**src/verilog/psm_pkg.sv**
```systemverilog
// Purpose: constants shared by the port 2 / port 3 pin-sharing block
// Assumes: AXI4-Lite register access, 32-bit data, one clock (sys_clk)
// Notes: register map, field positions and reset values live here only
//
// Functional notes
// - converter trigger pin stays input while converting unless the trigger drive bit is set
// - clock monitor on its pin only when enabled
// - port3 bits 2-5 are GPIO unless compare enabled
// - compare events 0-3 drive port3 bits 2-5
// - pulse generator waves on bits 6,7 per enable
// - port3 bits 6,7 are GPIO unless wave enabled

package psm_pkg;

	// register byte offsets
	localparam logic [7:0] ADDR_CTRL   = 8'h00;
	localparam logic [7:0] ADDR_P3DATA = 8'h04;
	localparam logic [7:0] ADDR_P3DIR  = 8'h08;
	localparam logic [7:0] ADDR_P2CTL  = 8'h0c;
	localparam logic [7:0] ADDR_STATUS = 8'h10;

	// register indices returned by the decoder
	localparam logic [2:0] IDX_CTRL   = 3'h0;
	localparam logic [2:0] IDX_P3DATA = 3'h1;
	localparam logic [2:0] IDX_P3DIR  = 3'h2;
	localparam logic [2:0] IDX_P2CTL  = 3'h3;
	localparam logic [2:0] IDX_STATUS = 3'h4;
	localparam logic [2:0] IDX_NONE   = 3'h7;

	// control register fields
	localparam int CTRL_CLKMON_OE  = 0;
	localparam int CTRL_TRIG_DRIVE = 1;
	localparam int CTRL_CMP_LSB    = 2;
	localparam int CTRL_PGA_OE     = 6;
	localparam int CTRL_PGB_OE     = 7;

	// port 2 control fields
	localparam int P2_DATA = 0;
	localparam int P2_DIR  = 1;

	// status fields
	localparam int STAT_P2_IN  = 8;
	localparam int STAT_CONV   = 9;

	// port 3 bit positions of the shared functions
	localparam int P3_CLKMON = 1;
	localparam int P3_PGA    = 6;
	localparam int P3_PGB    = 7;

	localparam logic [7:0] CTRL_RESET = 8'h00;
	localparam logic [7:0] PORT_RESET = 8'h00;
	localparam logic [1:0] P2_RESET   = 2'h0;

	localparam logic [1:0] RESP_OKAY   = 2'h0;
	localparam logic [1:0] RESP_SLVERR = 2'h2;

endpackage : psm_pkg

```
**src/verilog/psm_pin_cell.sv**
```systemverilog
// Purpose: one shared pin: port data/direction or a peripheral output
// Assumes: all inputs synchronous to sys_clk
// Notes: pin_out and pin_oe come straight from flip-flops

`timescale 1ns/1ps
`default_nettype none

module psm_pin_cell (
	input  wire logic sys_clk,
	input  wire logic rstn,
	input  wire logic port_data,
	input  wire logic port_dir,
	input  wire logic periph_en,
	input  wire logic periph_val,
	output var  logic pin_out,
	output var  logic pin_oe
);

	typedef struct packed {
		logic out;
		logic oe;
	} psm_cell_s;

	psm_cell_s state;
	psm_cell_s next_state;

	// peripheral takes the pin over while enabled; port returns one clock after clear
	always_comb begin
		next_state = state;
		if (periph_en) begin
			next_state.out = periph_val;
			next_state.oe  = 1'b1;
		end else begin
			next_state.out = port_data;
			next_state.oe  = port_dir;
		end
	end

	always_ff @(posedge sys_clk) begin
		if (!rstn) begin
			state <= '0;
		end else begin
			state <= next_state;
		end
	end

	assign pin_out = state.out;
	assign pin_oe  = state.oe;

endmodule : psm_pin_cell

`default_nettype wire

```
**src/verilog/psm_pin_mux.sv**
```systemverilog
// Purpose: pin sharing for port2 bit7 and port3 bits 0-7 with AXI4-Lite registers
// Assumes: peripheral signals and pin inputs synchronous to sys_clk (25 MHz)
// Notes: one write and one read in flight; answers one cycle after acceptance

`timescale 1ns/1ps
`default_nettype none

module psm_pin_mux (
	input  wire logic        sys_clk,
	input  wire logic        rstn,
	// axi4-lite slave
	input  wire logic [7:0]  s_axi_awaddr,
	input  wire logic        s_axi_awvalid,
	output var  logic        s_axi_awready,
	input  wire logic [31:0] s_axi_wdata,
	input  wire logic [3:0]  s_axi_wstrb,
	input  wire logic        s_axi_wvalid,
	output var  logic        s_axi_wready,
	output var  logic [1:0]  s_axi_bresp,
	output var  logic        s_axi_bvalid,
	input  wire logic        s_axi_bready,
	input  wire logic [7:0]  s_axi_araddr,
	input  wire logic        s_axi_arvalid,
	output var  logic        s_axi_arready,
	output var  logic [31:0] s_axi_rdata,
	output var  logic [1:0]  s_axi_rresp,
	output var  logic        s_axi_rvalid,
	input  wire logic        s_axi_rready,
	// peripheral side
	input  wire logic        converter_active,
	output var  logic        converter_trigger_in,
	input  wire logic        clkmon_signal,
	input  wire logic        compare_event_ch0,
	input  wire logic        compare_event_ch1,
	input  wire logic        compare_event_ch2,
	input  wire logic        compare_event_ch3,
	input  wire logic        pulse_gen0_wave_a,
	input  wire logic        pulse_gen0_wave_b,
	// pins
	input  wire logic        port2_bit7_in,
	output var  logic        port2_bit7_out,
	output var  logic        port2_bit7_oe,
	input  wire logic [7:0]  port3_in,
	output var  logic [7:0]  port3_out,
	output var  logic [7:0]  port3_oe
);

	typedef struct packed {
		logic        awready;
		logic        aw_held;
		logic [7:0]  awaddr;
		logic        wready;
		logic        w_held;
		logic [31:0] wdata;
		logic [3:0]  wstrb;
		logic        bvalid;
		logic [1:0]  bresp;
		logic        arready;
		logic        rvalid;
		logic [31:0] rdata;
		logic [1:0]  rresp;
		logic [7:0]  ctrl;
		logic [7:0]  p3_data;
		logic [7:0]  p3_dir;
		logic [1:0]  p2_ctl;
		logic        trig;
	} psm_state_s;

	psm_state_s state;
	psm_state_s next_state;

	logic [7:0] periph_en;
	logic [7:0] periph_val;
	logic       p2_dir_eff;

	// maps a byte address onto a register index; used by both read and write paths
	function automatic logic [2:0] psm_decode(input logic [7:0] addr);
		case (addr)
			psm_pkg::ADDR_CTRL:   psm_decode = psm_pkg::IDX_CTRL;
			psm_pkg::ADDR_P3DATA: psm_decode = psm_pkg::IDX_P3DATA;
			psm_pkg::ADDR_P3DIR:  psm_decode = psm_pkg::IDX_P3DIR;
			psm_pkg::ADDR_P2CTL:  psm_decode = psm_pkg::IDX_P2CTL;
			psm_pkg::ADDR_STATUS: psm_decode = psm_pkg::IDX_STATUS;
			default:              psm_decode = psm_pkg::IDX_NONE;
		endcase
	endfunction : psm_decode

	// byte-lane merge of write data into an old register value
	function automatic logic [31:0] psm_merge(input logic [31:0] old,
	                                          input logic [31:0] data,
	                                          input logic [3:0]  strb);
		logic [31:0] res;
		res = old;
		for (int i = 0; i < 4; i++) begin
			if (strb[i]) begin
				res[i*8 +: 8] = data[i*8 +: 8];
			end
		end
		return res;
	endfunction : psm_merge

	// register read image; status shows live pin levels and converter state
	function automatic logic [31:0] psm_read(input logic [2:0] idx, input psm_state_s s);
		logic [31:0] v;
		v = '0;
		case (idx)
			psm_pkg::IDX_CTRL:   v[7:0] = s.ctrl;
			psm_pkg::IDX_P3DATA: v[7:0] = s.p3_data;
			psm_pkg::IDX_P3DIR:  v[7:0] = s.p3_dir;
			psm_pkg::IDX_P2CTL:  v[1:0] = s.p2_ctl;
			psm_pkg::IDX_STATUS: begin
				v[7:0]                  = port3_in;
				v[psm_pkg::STAT_P2_IN]  = port2_bit7_in;
				v[psm_pkg::STAT_CONV]   = converter_active;
			end
			default: v = '0;
		endcase
		return v;
	endfunction : psm_read

	// bus slave and register update
	always_comb begin
		logic [31:0] merged;
		logic [2:0]  widx;
		merged     = '0;
		widx       = psm_pkg::IDX_NONE;
		next_state = state;
		// trigger path is sampled every cycle so the converter never misses an edge
		next_state.trig = port2_bit7_in;
		if (state.awready && s_axi_awvalid) begin
			next_state.aw_held = 1'b1;
			next_state.awaddr  = s_axi_awaddr;
			next_state.awready = 1'b0;
		end
		if (state.wready && s_axi_wvalid) begin
			next_state.w_held = 1'b1;
			next_state.wdata  = s_axi_wdata;
			next_state.wstrb  = s_axi_wstrb;
			next_state.wready = 1'b0;
		end
		if (next_state.aw_held && next_state.w_held && !state.bvalid) begin
			widx               = psm_decode(next_state.awaddr);
			next_state.aw_held = 1'b0;
			next_state.w_held  = 1'b0;
			next_state.bvalid  = 1'b1;
			next_state.bresp   = psm_pkg::RESP_OKAY;
			case (widx)
				psm_pkg::IDX_CTRL: begin
					merged          = psm_merge({24'h000000, state.ctrl},
					                            next_state.wdata, next_state.wstrb);
					next_state.ctrl = merged[7:0];
				end
				psm_pkg::IDX_P3DATA: begin
					merged             = psm_merge({24'h000000, state.p3_data},
					                               next_state.wdata, next_state.wstrb);
					next_state.p3_data = merged[7:0];
				end
				psm_pkg::IDX_P3DIR: begin
					merged            = psm_merge({24'h000000, state.p3_dir},
					                              next_state.wdata, next_state.wstrb);
					next_state.p3_dir = merged[7:0];
				end
				psm_pkg::IDX_P2CTL: begin
					merged            = psm_merge({30'h00000000, state.p2_ctl},
					                              next_state.wdata, next_state.wstrb);
					next_state.p2_ctl = merged[1:0];
				end
				psm_pkg::IDX_STATUS: next_state.bresp = psm_pkg::RESP_OKAY; // read-only, write ignored
				default: next_state.bresp = psm_pkg::RESP_SLVERR;
			endcase
		end
		if (state.bvalid && s_axi_bready) begin
			next_state.bvalid  = 1'b0;
			next_state.awready = 1'b1;
			next_state.wready  = 1'b1;
		end
		// read: answer one cycle after the address is taken
		if (state.arready && s_axi_arvalid) begin
			next_state.rdata   = psm_read(psm_decode(s_axi_araddr), state);
			next_state.rresp   = (psm_decode(s_axi_araddr) == psm_pkg::IDX_NONE) ?
			                     psm_pkg::RESP_SLVERR : psm_pkg::RESP_OKAY;
			next_state.rvalid  = 1'b1;
			next_state.arready = 1'b0;
		end
		if (state.rvalid && s_axi_rready) begin
			next_state.rvalid  = 1'b0;
			next_state.arready = 1'b1;
		end
	end

	always_ff @(posedge sys_clk) begin
		if (!rstn) begin
			state         <= '0;
			state.awready <= 1'b1;
			state.wready  <= 1'b1;
			state.arready <= 1'b1;
			state.ctrl    <= psm_pkg::CTRL_RESET;
			state.p3_data <= psm_pkg::PORT_RESET;
			state.p3_dir  <= psm_pkg::PORT_RESET;
			state.p2_ctl  <= psm_pkg::P2_RESET;
		end else begin
			state <= next_state;
		end
	end

	// peripheral ownership of each port3 bit; bit 0 is never shared
	always_comb begin
		periph_en  = '0;
		periph_val = '0;
		periph_en[psm_pkg::P3_CLKMON]  = state.ctrl[psm_pkg::CTRL_CLKMON_OE];
		periph_val[psm_pkg::P3_CLKMON] = clkmon_signal;
		periph_en[psm_pkg::CTRL_CMP_LSB +: 4]  =
			state.ctrl[psm_pkg::CTRL_CMP_LSB +: 4];
		periph_val[psm_pkg::CTRL_CMP_LSB +: 4] = {compare_event_ch3, compare_event_ch2,
		                                          compare_event_ch1, compare_event_ch0};
		periph_en[psm_pkg::P3_PGA]  = state.ctrl[psm_pkg::CTRL_PGA_OE];
		periph_val[psm_pkg::P3_PGA] = pulse_gen0_wave_a;
		periph_en[psm_pkg::P3_PGB]  = state.ctrl[psm_pkg::CTRL_PGB_OE];
		periph_val[psm_pkg::P3_PGB] = pulse_gen0_wave_b;
	end

	// port2 bit7 output is held off while converting unless software forces it
	assign p2_dir_eff = state.p2_ctl[psm_pkg::P2_DIR] &
	                    (~converter_active | state.ctrl[psm_pkg::CTRL_TRIG_DRIVE]);

	genvar g;
	generate
		for (g = 0; g < 8; g++) begin : g_p3
			psm_pin_cell u_cell (
				.sys_clk    (sys_clk),
				.rstn       (rstn),
				.port_data  (state.p3_data[g]),
				.port_dir   (state.p3_dir[g]),
				.periph_en  (periph_en[g]),
				.periph_val (periph_val[g]),
				.pin_out    (port3_out[g]),
				.pin_oe     (port3_oe[g])
			);
		end
	endgenerate

	psm_pin_cell u_p2 (
		.sys_clk    (sys_clk),
		.rstn       (rstn),
		.port_data  (state.p2_ctl[psm_pkg::P2_DATA]),
		.port_dir   (p2_dir_eff),
		.periph_en  (1'b0),
		.periph_val (1'b0),
		.pin_out    (port2_bit7_out),
		.pin_oe     (port2_bit7_oe)
	);

	assign s_axi_awready        = state.awready;
	assign s_axi_wready         = state.wready;
	assign s_axi_bvalid         = state.bvalid;
	assign s_axi_bresp          = state.bresp;
	assign s_axi_arready        = state.arready;
	assign s_axi_rvalid         = state.rvalid;
	assign s_axi_rdata          = state.rdata;
	assign s_axi_rresp          = state.rresp;
	assign converter_trigger_in = state.trig;

endmodule : psm_pin_mux

`default_nettype wire

```
**config.mk**
```make
export PLATFORM = sky130hd
export DESIGN_NAME = psm_pin_mux
export DESIGN_NICKNAME = d
export VERILOG_FILES = /design/src/verilog/psm_pkg.sv /design/src/verilog/psm_pin_cell.sv /design/src/verilog/psm_pin_mux.sv
export SDC_FILE = /design/constraint.sdc
export NUM_CORES = 1
export LEC_CHECK = 0
export BUFFER_PORTS_ARGS = -buffer_cell sky130_fd_sc_hd__clkbuf_2
export CORE_ASPECT_RATIO = 1.1
export CORE_MARGIN = 2
export CORE_UTILIZATION = 45
export CTS_CLUSTER_SIZE = 14
export DETAILED_ROUTE_END_ITERATION = 8
export PLACE_DENSITY = 0.82
export SLEW_MARGIN = 25
export SYNTH_ARGS = -nofsm -noshare
export SYNTH_HDL_FRONTEND = slang
export SYNTH_SLANG_ARGS = --single-unit
```
**constraint.sdc**
```tcl
create_clock -name sys_clk -period 1.72 [get_ports sys_clk]
set_input_delay 0.258 -clock sys_clk [delete_from_list [all_inputs] [get_ports sys_clk]]
set_output_delay 0.258 -clock sys_clk [all_outputs]
set_load 0.02 [all_outputs]
```
After elaboration in Yosys (flattened, before gate mapping)
Index checks and enable logic that the tools add are counted.

storage, ports and cells
  bits in registers = 110
  bits of input ports = 76
  output and inout bits = 60

cells by class
  equal/unequal tests = 17
  multiplexer cells = 18
  bitwise logic cells = 4
  reduce and logical (&&, ||, !) cells = 20

operators by type and width
  kind                                            number
  2-to-1 mux 37 bit                               1
  == test 8 x 4 -> 1 bit (second input constant)  4
  one-hot mux 3 bit (5 select lines)              2
  one-hot mux 6 bit (4 select lines)              1
  2-to-1 mux 2 bit                                10
  == test 8 x 3 -> 1 bit (second input constant)  2
  == test 8 x 5 -> 1 bit (second input constant)  2
  zero test 8 bit                                 2
  == test 3 x 2 -> 1 bit (second input constant)  4
  AND reduction 3 bit                             4
  one-hot mux 2 bit (5 select lines)              1
  == test 3 bit (second input constant)           3
  2-to-1 mux 9 bit                                1
  logical AND 1 bit                               7
  == test 3 x 1 -> 1 bit (second input constant)  2
  zero test 3 bit                                 2
  2-to-1 mux 3 bit                                2
  OR reduction 2 bit                              3
  OR reduction 5 bit                              1
  inverter 1 bit                                  2
  bitwise AND 1 bit                               1
  zero test 1 bit                                 1
  OR 1 bit                                        1

Depth between registers and ports, before layout
Gate-level depths: netlist of run 1.

  depth after elaboration = 8
  depth in mapped cells = 7
  mapped depth without buffers = 5

Cells and area by module
From an unflattened synthesis of run 1, not the netlist that was laid out.

unflattened totals
  cell total of the unflattened synthesis = 386
  area total of the unflattened synthesis = 3677.3 um^2

by module, submodules not included
  module        times used  cells each  area each (um^2)  seq. area each (um^2)
  psm_pin_mux   1           341         3103.0            1261.2
  psm_pin_cell  9           5           63.8              40.0

Least setup slack after synthesis of run 1
OpenSTA, ideal clock, no wires.

  kind = reg2reg
  start = register state (netlist bit s_axi_awready)
  end = register state[11] in the netlist's numbering
  setup time = 0.121 ns
  data arrival time = 1.883 ns
  data required time = 1.599 ns
  slack = -0.284 ns
  stages on the path, launching flop included = 7
  buffers on the path = 1
  clock period less this slack = 2.004 ns
  path through = dfxtp_1 -> and2_1 -> clkbuf_2 -> nand3_2 -> a2111oi_4 -> o21ai_2 -> mux2_4

on the way
  word-level cells in the longest chain between the ends = 7
  elaborated cells between the ends (all ways) = 13
  classes of those cells = eq/ne: 5; mux: 3; reduce/logical: 5

ends and longest elaborated chain
  element                                         RTL line            text
  from (decl)                                     psm_pin_mux.sv:69   psm_state_s state;
  from (signal assigned)                          psm_pin_mux.sv:202  state <= next_state;
  logical AND 1 bit (*)                           psm_pin_mux.sv:130  if (state.awready && s_axi_awvalid) begin
  2-to-1 mux 9 bit (*)                            psm_pin_mux.sv:130
  == test 8 x 5 -> 1 bit (tied with other cells)  psm_pin_mux.sv:78   case (addr)
  one-hot mux 3 bit (5 select lines)              psm_pin_mux.sv:78
  2-to-1 mux 3 bit                                psm_pin_mux.sv:141  if (next_state.aw_held && next_state.w_held && !state.bvalid) begin
  == test 3 x 1 -> 1 bit                          psm_pin_mux.sv:147  case (widx)
  AND reduction 3 bit (no line) (*)               -

Every way passes the cells marked *; elsewhere a longest branch is shown, timed or not. The select of a mux whose other input is x is not followed.
A chain may end at the register's enable or synchronous reset.

Final worst setup path of run 1
  start = register state[112] in the netlist's numbering
  end = register state[11] in the netlist's numbering

on the way
  word-level cells in the longest chain between the ends = 4

ends and longest elaborated chain
  element                         RTL line
  2-to-1 mux 9 bit                psm_pin_mux.sv:130
  logical AND 1 bit (2 in a row)  psm_pin_mux.sv:141
  AND reduction 3 bit (no line)   -

No other way between the ends.

==> reports/metrics.cfg, run 1 <==
[synth]
async_reset_ff_frac=0
synthesis.area_um2=3710
synth_cell_types=34
synthTopCellsByCount=dfxtp_1, nand2_1, buf_4
synth_ff_type=dfxtp_1
synth_edf_count=0
yosys.area.top_type=dfxtp_1
synthCells=393
synth_top_area_frac=0.437
avgSynthCellArea_um2=9.44
synth_warnings=0
synth-seq-area-share=0.437
synth_most_common_cell=dfxtp_1
synth_area_leaders=dfxtp_1, buf_4, mux2i_1
synth-seq-cells=81

[route]
wl_um=7720
drcViolationCount=0
via_per_inst=4.91
ant_nets=0
m1WireLength_um=3370
initialDrtViolationCount=101
wl_met2_um=3700
dr_wl_met3_um=448
routedWlPerCell_um=13.4
route.top_layer_used=met4
via_count=2816
dr.pass1.iters=4

[hold_path]
min_from=converter_active
whs_path_depth=2
min_to=u_p2.pin_oe$_SDFF_PN0_
hp-class=input pin to register

[grt]
grt_first_pass_wirelength_um=12600
grt_pass1_vias=2698
overflow=0
antenna_found_initial=0
grt_max_degree=42
track_usage=0.174

[timing]
rsz0062_at_grt=true
totalNegativeSetupSlack_ps=0
setup_viol=0
timing.hold.ws_ps=113
fmax_mhz=596
fin_crit_ps=1680
min_period_over_period=0.975
hold_viol_final=0
fin_skew_ps=13.9
slew_viol_final=0
setup_ws_ps=42.4

[worst_setup_path]
critPathCaptureType=register
required_ps=1970
cp-start-kind=register
worstSetupPathType=register to register
rrSetupSlack_ps=40
r2r_end=state[11]$_SDFFE_PN0P_
cp_max_fo=4
r2r_start=state[112]$_SDFF_PP0_
arrival_ps=1930
r2r_cells=6

[clock_tree]
insertion_delay_ps=360
cts_tree=yes
clkSlewWorstSetupHoldPaths_ps=90
cts-htree-levels=3
cts_buffer_depth=2
cts.sinks=81
cts_buffers=9
cts_root_buffer=clkbuf_8

[layout]
drive_gt1_frac=0.328
final_nets=537
fin_area_um2=4360
diodes=0
area_growth_pct=17.5

[floorplan]
fp.dieW_um=90.6
pin_count=136
rows=34
dieArea_um2=8990
start_util=0.466
core_area_um2=7960
die_y_um=99.2

[flow_run]
drv_cap=0

[place]
placed_cell_area_um2=4060
port_buffers=84
post-dp-hpwl_um=5660
dp_slack_ps=-93.5
gp_congestion=0.822

[pwr]
pwr_density_cell_nw_per_um2=925
leakagePower_uw=0.00202
max-vdd-ir-drop_uv=407

[run_status]
status=complete, no violations

power by group:
| group | total, µW | switching, µW | internal, µW |
|---|---|---|---|
| combinational | 434 | 256 | 179 |
| clock | 1650 | 725 | 921 |
| sequential | 1950 | 30.1 | 1920 |
| total | 4030 | 1010 | 3020 |
worst max-delay path, stage by stage (launching register included):
cell and delay, ps:
dfxtp_2 330, or2b_1 220, mux2_4 270, a2111oi_4 200, buf_6 180, o21ai_4 70, mux2_4 300
metrics by stage:
step	std cells	util	total power, µW
2_1_floorplan	416	-	2310
3_3_place_gp	556	0.511	2390
3_5_place_dp	556	0.511	2410
4_1_cts	574	0.546	4050
5_1_grt	574	0.548	4180
6_report	574	0.548	4030
placed cells by master, fill, tap and decap left out, drive strengths merged:
cell / count
clkbuf: 94
dfxtp: 81
nand2: 60
mux2i: 31
conb: 24
buf: 19
mux2: 18
a21boi: 16
inv: 15
nor2b: 13
o21ai: 13
o21a: 9
a22oi: 8
a21oi: 7
and2: 7
nand3: 7
nor2: 6
nor3b: 6
nand3b: 6
a21o: 6
nor3: 6
and3: 2
mux4: 2
a31oi: 2
bufinv: 2
or2b: 1
a2111oi: 1
nand2b: 1
o211ai: 1
or4: 1
clkinvlp: 1
area by class of cell:
cell class / instances / area (µm²)
Inverter: 12 / 45.0
Tap cell: 108 / 135
Multi-Input combinational cell: 254 / 1720
Fill cell: 693 / 3600
Clock buffer: 10 / 149
Sequential cell: 81 / 1630
Clock inverter: 6 / 93.8
Timing Repair Buffer: 103 / 587
what timing repair did:
action	CTS	global route
setup buffers	2	0
gates resized for setup	6	5
hold buffers	0	0
endpoints found under the setup margin	26	26
pin swaps	2	2
hold endpoints to repair	0	0
registers in the layout, summed over array words and instances (netlist names):
name,count
s_axi_rvalid,1
s_axi_rresp,1
u_p2.pin_oe,1
s_axi_wready,1
s_axi_arready,1
s_axi_awready,1
s_axi_bvalid,1
state,38
s_axi_bresp,1
converter_trigger_in,1
g_p3.u_cell.pin_out,8
periph_en,7
g_p3.u_cell.pin_oe,8
u_p2.pin_out,1
s_axi_rdata,10
worst max path at each step:
stage	slack, ps	cells after the start	endpoint	startpoint
3_5_place_dp	-90	8	state[8]$_SDFFE_PN0P_	s_axi_wvalid
6_report	40	6	state[11]$_SDFFE_PN0P_	state[112]$_SDFF_PP0_
3_3_place_gp	-60	7	state[20]$_SDFFE_PN0P_	s_axi_wvalid
5_1_grt	-10	6	state[3]$_SDFFE_PN0P_	state[112]$_SDFF_PP0_
2_1_floorplan	-160	5	state[11]$_SDFFE_PN0P_	state[112]$_SDFF_PP0_
4_1_cts	10	6	state[11]$_SDFFE_PN0P_	state[104]$_SDFF_PN0_
cell families (layout without fill, tap and decap cells):
logic type             Yosys count  count (layout)  synth area share
buffers and inverters           81             131             0.135
DFF                             81              81             0.437
other                            1              24           0.00101
AOI/OAI and AO/OA               63              63             0.122
muxes                           51              51             0.152
and+or+nand+nor                116             116             0.153
layer usage:
metal  vias up  track usage
met5         -            0
met4         0       0.0959
met3        14       0.0303
met2        96        0.284
met1      1320        0.221
li1       1386            -
Note: power is estimated with default switching activity, not from simulation.
==> inputs of run 2 (changes only) <==
--- a/config.mk
+++ b/config.mk
@@ -12,6 +12,7 @@
 export CTS_CLUSTER_SIZE = 14
 export DETAILED_ROUTE_END_ITERATION = 8
 export PLACE_DENSITY = 0.82
+export SKIP_LAST_GASP = 1
 export SLEW_MARGIN = 25
 export SYNTH_ARGS = -nofsm -noshare
 export SYNTH_HDL_FRONTEND = slang
==> constraint.sdc (replaced) <==
create_clock -name sys_clk -period 1.72 [get_ports sys_clk]
set_input_delay 0.516 -clock sys_clk [delete_from_list [all_inputs] [get_ports sys_clk]]
set_output_delay 0.516 -clock sys_clk [all_outputs]
set_load 0.02 [all_outputs]
==> run 2 against run 1 <==
Flip-flop and latch count unchanged. Core utilization grew 1.4 points. Clock skew barely moved. Final area is 2.5% higher. Register-to-register slack got worse by 30 ps. Hold slack improved by 280 ps. Non-clock buffer count is 10 higher. First-iteration DRC count increased by 29%. Setup slack worse by 31 ps. Sequential share of layout area is 1.0 points lower. Final cell count increased by 1.7%. Die area unchanged. Highest routed layer unchanged.
==> reports/metrics.cfg, run 2 (synthesis gave the netlist of run 1 again) <==
[timing]
fin_crit_ps=1710
fin_skew_ps=13.4
totalNegativeSetupSlack_ps=0
setup_viol=0
rsz0062_at_grt=true
fmax_mhz=585
hold_viol_final=0
slew_viol_final=0
min_period_over_period=0.993
setup_ws_ps=11.6

[worst_setup_path]
worstSetupPathType=register to register
arrival_ps=1940
required_ps=1960
cp-start-kind=register
path_cells=or2b_1, mux2_4, a2111oi_4, buf_6, o21ai_4, mux2_4
cp_max_fo=4
worst_path_max_delay_cell=dfxtp_2
critPathMaxStageDelay_ps=330
path_common_cell=mux2_4
critPathCaptureType=register

[grt]
track_usage=0.180
grt_first_pass_wirelength_um=13100
antenna_found_initial=0
grt_max_degree=31
grt_pass1_vias=2758
overflow=0

[route]
ant_nets=0
initialDrtViolationCount=130
routedWlPerCell_um=13.2
via_count=2813
drcViolationCount=0
via_per_inst=4.82
wl_um=7720
dr.pass1.iters=5

[layout]
final_nets=547
top_register=state
drive_gt1_frac=0.347
fillCellCount=700
area_growth_pct=20.4
final-instance-count-excl-fill=584
final_cell_mix=clkbuf_2, dfxtp_1, nand2_1, mux2i_1, buf_4
final_common_cell=clkbuf_2
diodes=0
largest_reg_flops=38

[floorplan]
pin_count=136
rows=34
core_area_um2=7960
die_y_um=99.2
dieArea_um2=8990
start_util=0.466
fp.dieW_um=90.6

[clock_tree]
cts.hold.buffers_added=0
cts_root_buffer=clkbuf_8
cts.sinks=81
clkSlewWorstSetupHoldPaths_ps=90
insertion_delay_ps=350
cts_buffer_depth=2
cts_tree=yes
cts_buffers=9
cts-htree-levels=3

[place]
port_buffers=84
gp_congestion=0.820
post-dp-hpwl_um=5850
dp_slack_ps=-395
dp_cells=567

[hold_path]
hp-class=input pin to register

[run_status]
status=complete, no violations

[pwr]
leakagePower_uw=0.00209
pwr_density_cell_nw_per_um2=895
max-vdd-ir-drop_uv=426

[flow_run]
drv_cap=0

## run 2: worst paths after layout
| path | from | cells past startpoint | slack [ps] | endpoint |
|---|---|---|---|---|
| worst max-delay path | state[112]$_SDFF_PP0_ | 6 | 10 | state[11]$_SDFFE_PN0P_ |
| worst min-delay path | port2_bit7_in | 2 | 390 | converter_trigger_in$_SDFF_PN0_ |
| worst max register to register | state[112]$_SDFF_PP0_ | 6 | 10 | state[11]$_SDFFE_PN0P_ |
| worst min register to register | state[109]$_SDFF_PN0_ | 2 | 470 | state[109]$_SDFF_PN0_ |
## run 2: layout make-up
type / count / area [µm²] / share of cell area
multi-input cells: 254 / 1750 / 0.392
flip-flops and latches: 81 / 1630 / 0.364
repair buffers: 113 / 679 / 0.152
well taps: 108 / 135 / 0.0302
clock buffers: 9 / 124 / 0.0277
clock inverters: 7 / 106 / 0.0238
inverters: 12 / 45.0 / 0.0101
## run 2: report_power, final
group	internal (µW)	switching, µW
combinational	200	263
sequential	1920	29.8
clock	845	737
## run 2: metrics by stage
| step | util | instance area [µm²] | hold WS (ps) | total power, µW |
|---|---|---|---|---|
| after floorplan | - | 3860 | 432 | 2310 |
| after global placement | 0.527 | 4190 | 453 | 2430 |
| after detailed placement | 0.527 | 4190 | 459 | 2440 |
| after CTS | 0.560 | 4450 | 374 | 4020 |
| after global routing | 0.562 | 4470 | 382 | 4170 |
| final | 0.562 | 4470 | 391 | 4000 |
## run 2: worst max-delay path, delay by kind of cell (launching register included)
family                 cells  cell delay (ps)
multiplexers               2              570
flip-flops                 1              330
AO/OA/AOI/OAI              2              290
AND/OR/NAND/NOR            1              220
buffers and inverters      1              180
## run 2: per-layer routing
layer / global-route usage / wire length (µm) / up-vias
met4: 0.0757 / 129 / 0
met5: 0 / 0 / -
met1: 0.224 / 3450 / 1319
met3: 0.0303 / 365 / 12
li1: - / - / 1411
met2: 0.312 / 3780 / 71
## run 2: what timing repair did
action	in CTS	in global routing
resized for setup	6	4
setup buffers	1	0
pin swaps	1	0
setup endpoints to repair	26	28
endpoints found under the hold margin	0	0
==> inputs of run 3 (changes only) <==
--- a/config.mk
+++ b/config.mk
@@ -8,10 +8,11 @@
 export BUFFER_PORTS_ARGS = -buffer_cell sky130_fd_sc_hd__clkbuf_2
 export CORE_ASPECT_RATIO = 1.1
 export CORE_MARGIN = 2
-export CORE_UTILIZATION = 45
+export CORE_UTILIZATION = 49
 export CTS_CLUSTER_SIZE = 14
 export DETAILED_ROUTE_END_ITERATION = 8
-export PLACE_DENSITY = 0.82
+export MAX_ROUTING_LAYER = met4
+export PLACE_DENSITY = 0.84
 export SKIP_LAST_GASP = 1
 export SLEW_MARGIN = 25
 export SYNTH_ARGS = -nofsm -noshare
==> constraint.sdc (replaced) <==
create_clock -name sys_clk -period 1.7 [get_ports sys_clk]
set_input_delay 0.51 -clock sys_clk [delete_from_list [all_inputs] [get_ports sys_clk]]
set_output_delay 0.51 -clock sys_clk [all_outputs]
set_load 0.02 [all_outputs]
==> run 3 against run 2 <==
Flip-flop and latch count is the same. Die area shrank 7.8%. Fmax shrank 0.76%. The flow now finishes with violations (setup timing). Clock skew shrank 3.9 ps. Critical path depth grew 1. Sequential power is essentially flat. Global-route usage grew 1.0 points.
==> reports/metrics.cfg, run 3 (synthesis gave the netlist of run 1 again) <==
[run_status]
status=finished, violations left
violations=setup timing

[layout]
final_common_cell=clkbuf_2
drive_gt1_frac=0.353
diodes=0
area_growth_pct=19.8
final_cell_mix=clkbuf_2, dfxtp_1, nand2_1, mux2i_1, buf_4
utilization=0.601
fillCellCount=605
fin_area_um2=4450
top_register=state
largest_reg_flops=38
final_nets=550

[place]
dp_slack_ps=-405
port_buffers=84
post-dp-hpwl_um=5780
gp_congestion=0.808
placed_cell_area_um2=4180

[timing]
slew_viol_final=0
hold_viol_final=0
fin_crit_ps=1720
min_period_over_period=1.01
setup_viol=4
setup_ws_ps=-21.5
rsz0062_at_grt=true
fin_skew_ps=9.46
fmax_mhz=581
totalNegativeSetupSlack_ps=-44.3

[worst_setup_path]
arrival_ps=1950
cp-start-kind=register
r2r_end=state[15]$_SDFFE_PN0P_
rrSetupSlack_ps=-20
r2r_start=state[112]$_SDFF_PP0_
worstSetupPathType=register to register
r2r_cells=7
critPathCaptureType=register
required_ps=1930
cp_max_fo=5

[route]
dr.pass1.iters=4
ant_nets=0
initialDrtViolationCount=92
routedWlPerCell_um=13.5
drcViolationCount=0
via_per_inst=4.99
wl_um=7630
via_count=2826

[clock_tree]
cts.sinks=81
post_cts_buffers=0
insertion_delay_ps=350
clkSlewWorstSetupHoldPaths_ps=80
cts.hold.buffers_added=0
cts_tree=yes
cts_buffer_depth=2
cts_root_buffer=clkbuf_8
cts_buffers=9
cts-htree-levels=3

[pwr]
pwr_density_cell_nw_per_um2=882
pwr-share-seq=0.504
p_sw_uw=978
pwr-share-clk=0.376
intPower_uw=2940
max-vdd-ir-drop_uv=422
leakagePower_uw=0.00208
switching_share=0.249
power_frac_comb=0.119

[floorplan]
pin_count=136
start_util=0.502
fp.dieW_um=87.0
dieArea_um2=8280
die_y_um=95.3
rows=33
core_area_um2=7390

[grt]
grt_first_pass_wirelength_um=11900
overflow=0
track_usage=0.191
grt_max_degree=48
antenna_found_initial=0
grt_pass1_vias=2586

[hold_path]
min_to=u_p2.pin_oe$_SDFF_PN0_
hp-class=input pin to register
min_from=converter_active
whs_path_depth=2

[flow_run]
drv_cap=0

run 3: changes by cell type in the layout (fill, tap and decap cells not counted), sizes merged:
| cell | previous run | this run |
|---|---|---|
| inv | 16 | 12 |
| bufinv | 2 | 1 |
| clkbuf | 93 | 96 |
| buf | 29 | 32 |
| clkinvlp | 0 | 2 |
run 3: final cells by class:
type,instances,area (µm²),area share
clock inverter,4,50.0,0.0113
inverter,12,45.0,0.0101
sequential,81,1630,0.366
clock buffer,12,165,0.0372
tap,87,109,0.0245
timing repair buffer,116,688,0.155
multi-input combinational,254,1760,0.397
run 3: worst max-delay path: stages (launching register included):
cell       delay (ps)
dfxtp_2           330
or2b_1            210
mux2_4            270
a2111oi_4         230
buf_6             180
o21ai_4            70
buf_6             160
mux2i_2           140
run 3: stage by stage:
stage / hold slack [ps] / total power [µW] / cells
final: 364 / 3920 / 566
after global routing: 365 / 4070 / 566
after CTS: 346 / 3940 / 566
after detailed placement: 452 / 2480 / 550
after global placement: 446 / 2460 / 550
after floorplan: 432 / 2340 / 416
run 3: metal layers:
metal / track usage / share of wire / wire length (µm) / up-vias
met5: - / 0 / 0 / -
met4: 0.0820 / 0.021 / 157 / 0
met3: 0.0355 / 0.045 / 343 / 17
met2: 0.309 / 0.47 / 3620 / 88
met1: 0.232 / 0.46 / 3510 / 1301
li1: - / - / - / 1420
run 3: worst max path at each step:
stage,endpoint,cells after the start,start
floorplan,state[11]$_SDFFE_PN0P_,6,s_axi_awvalid
global placement,periph_en[6]$_SDFFE_PN0P_,7,s_axi_wvalid
detailed placement,periph_en[6]$_SDFFE_PN0P_,7,s_axi_wvalid
CTS,state[11]$_SDFFE_PN0P_,6,state[112]$_SDFF_PP0_
global route,state[15]$_SDFFE_PN0P_,7,state[112]$_SDFF_PP0_
finish,state[15]$_SDFFE_PN0P_,7,state[112]$_SDFF_PP0_
run 3: power groups by stage:
stage / Clock [µW] / Sequential (µW) / Combinational [µW]
finish: 1480 / 1980 / 467
global placement: 0 / 2010 / 448
floorplan: 0 / 2020 / 320
detailed placement: 0 / 2020 / 459
global route: 1580 / 1980 / 510
CTS: 1500 / 1970 / 462
run 3: timing repair:
| item | in CTS | in global routing |
|---|---|---|
| setup endpoints to repair | 26 | 26 |
| pin swaps | 0 | 3 |
| resized for setup | 6 | 7 |
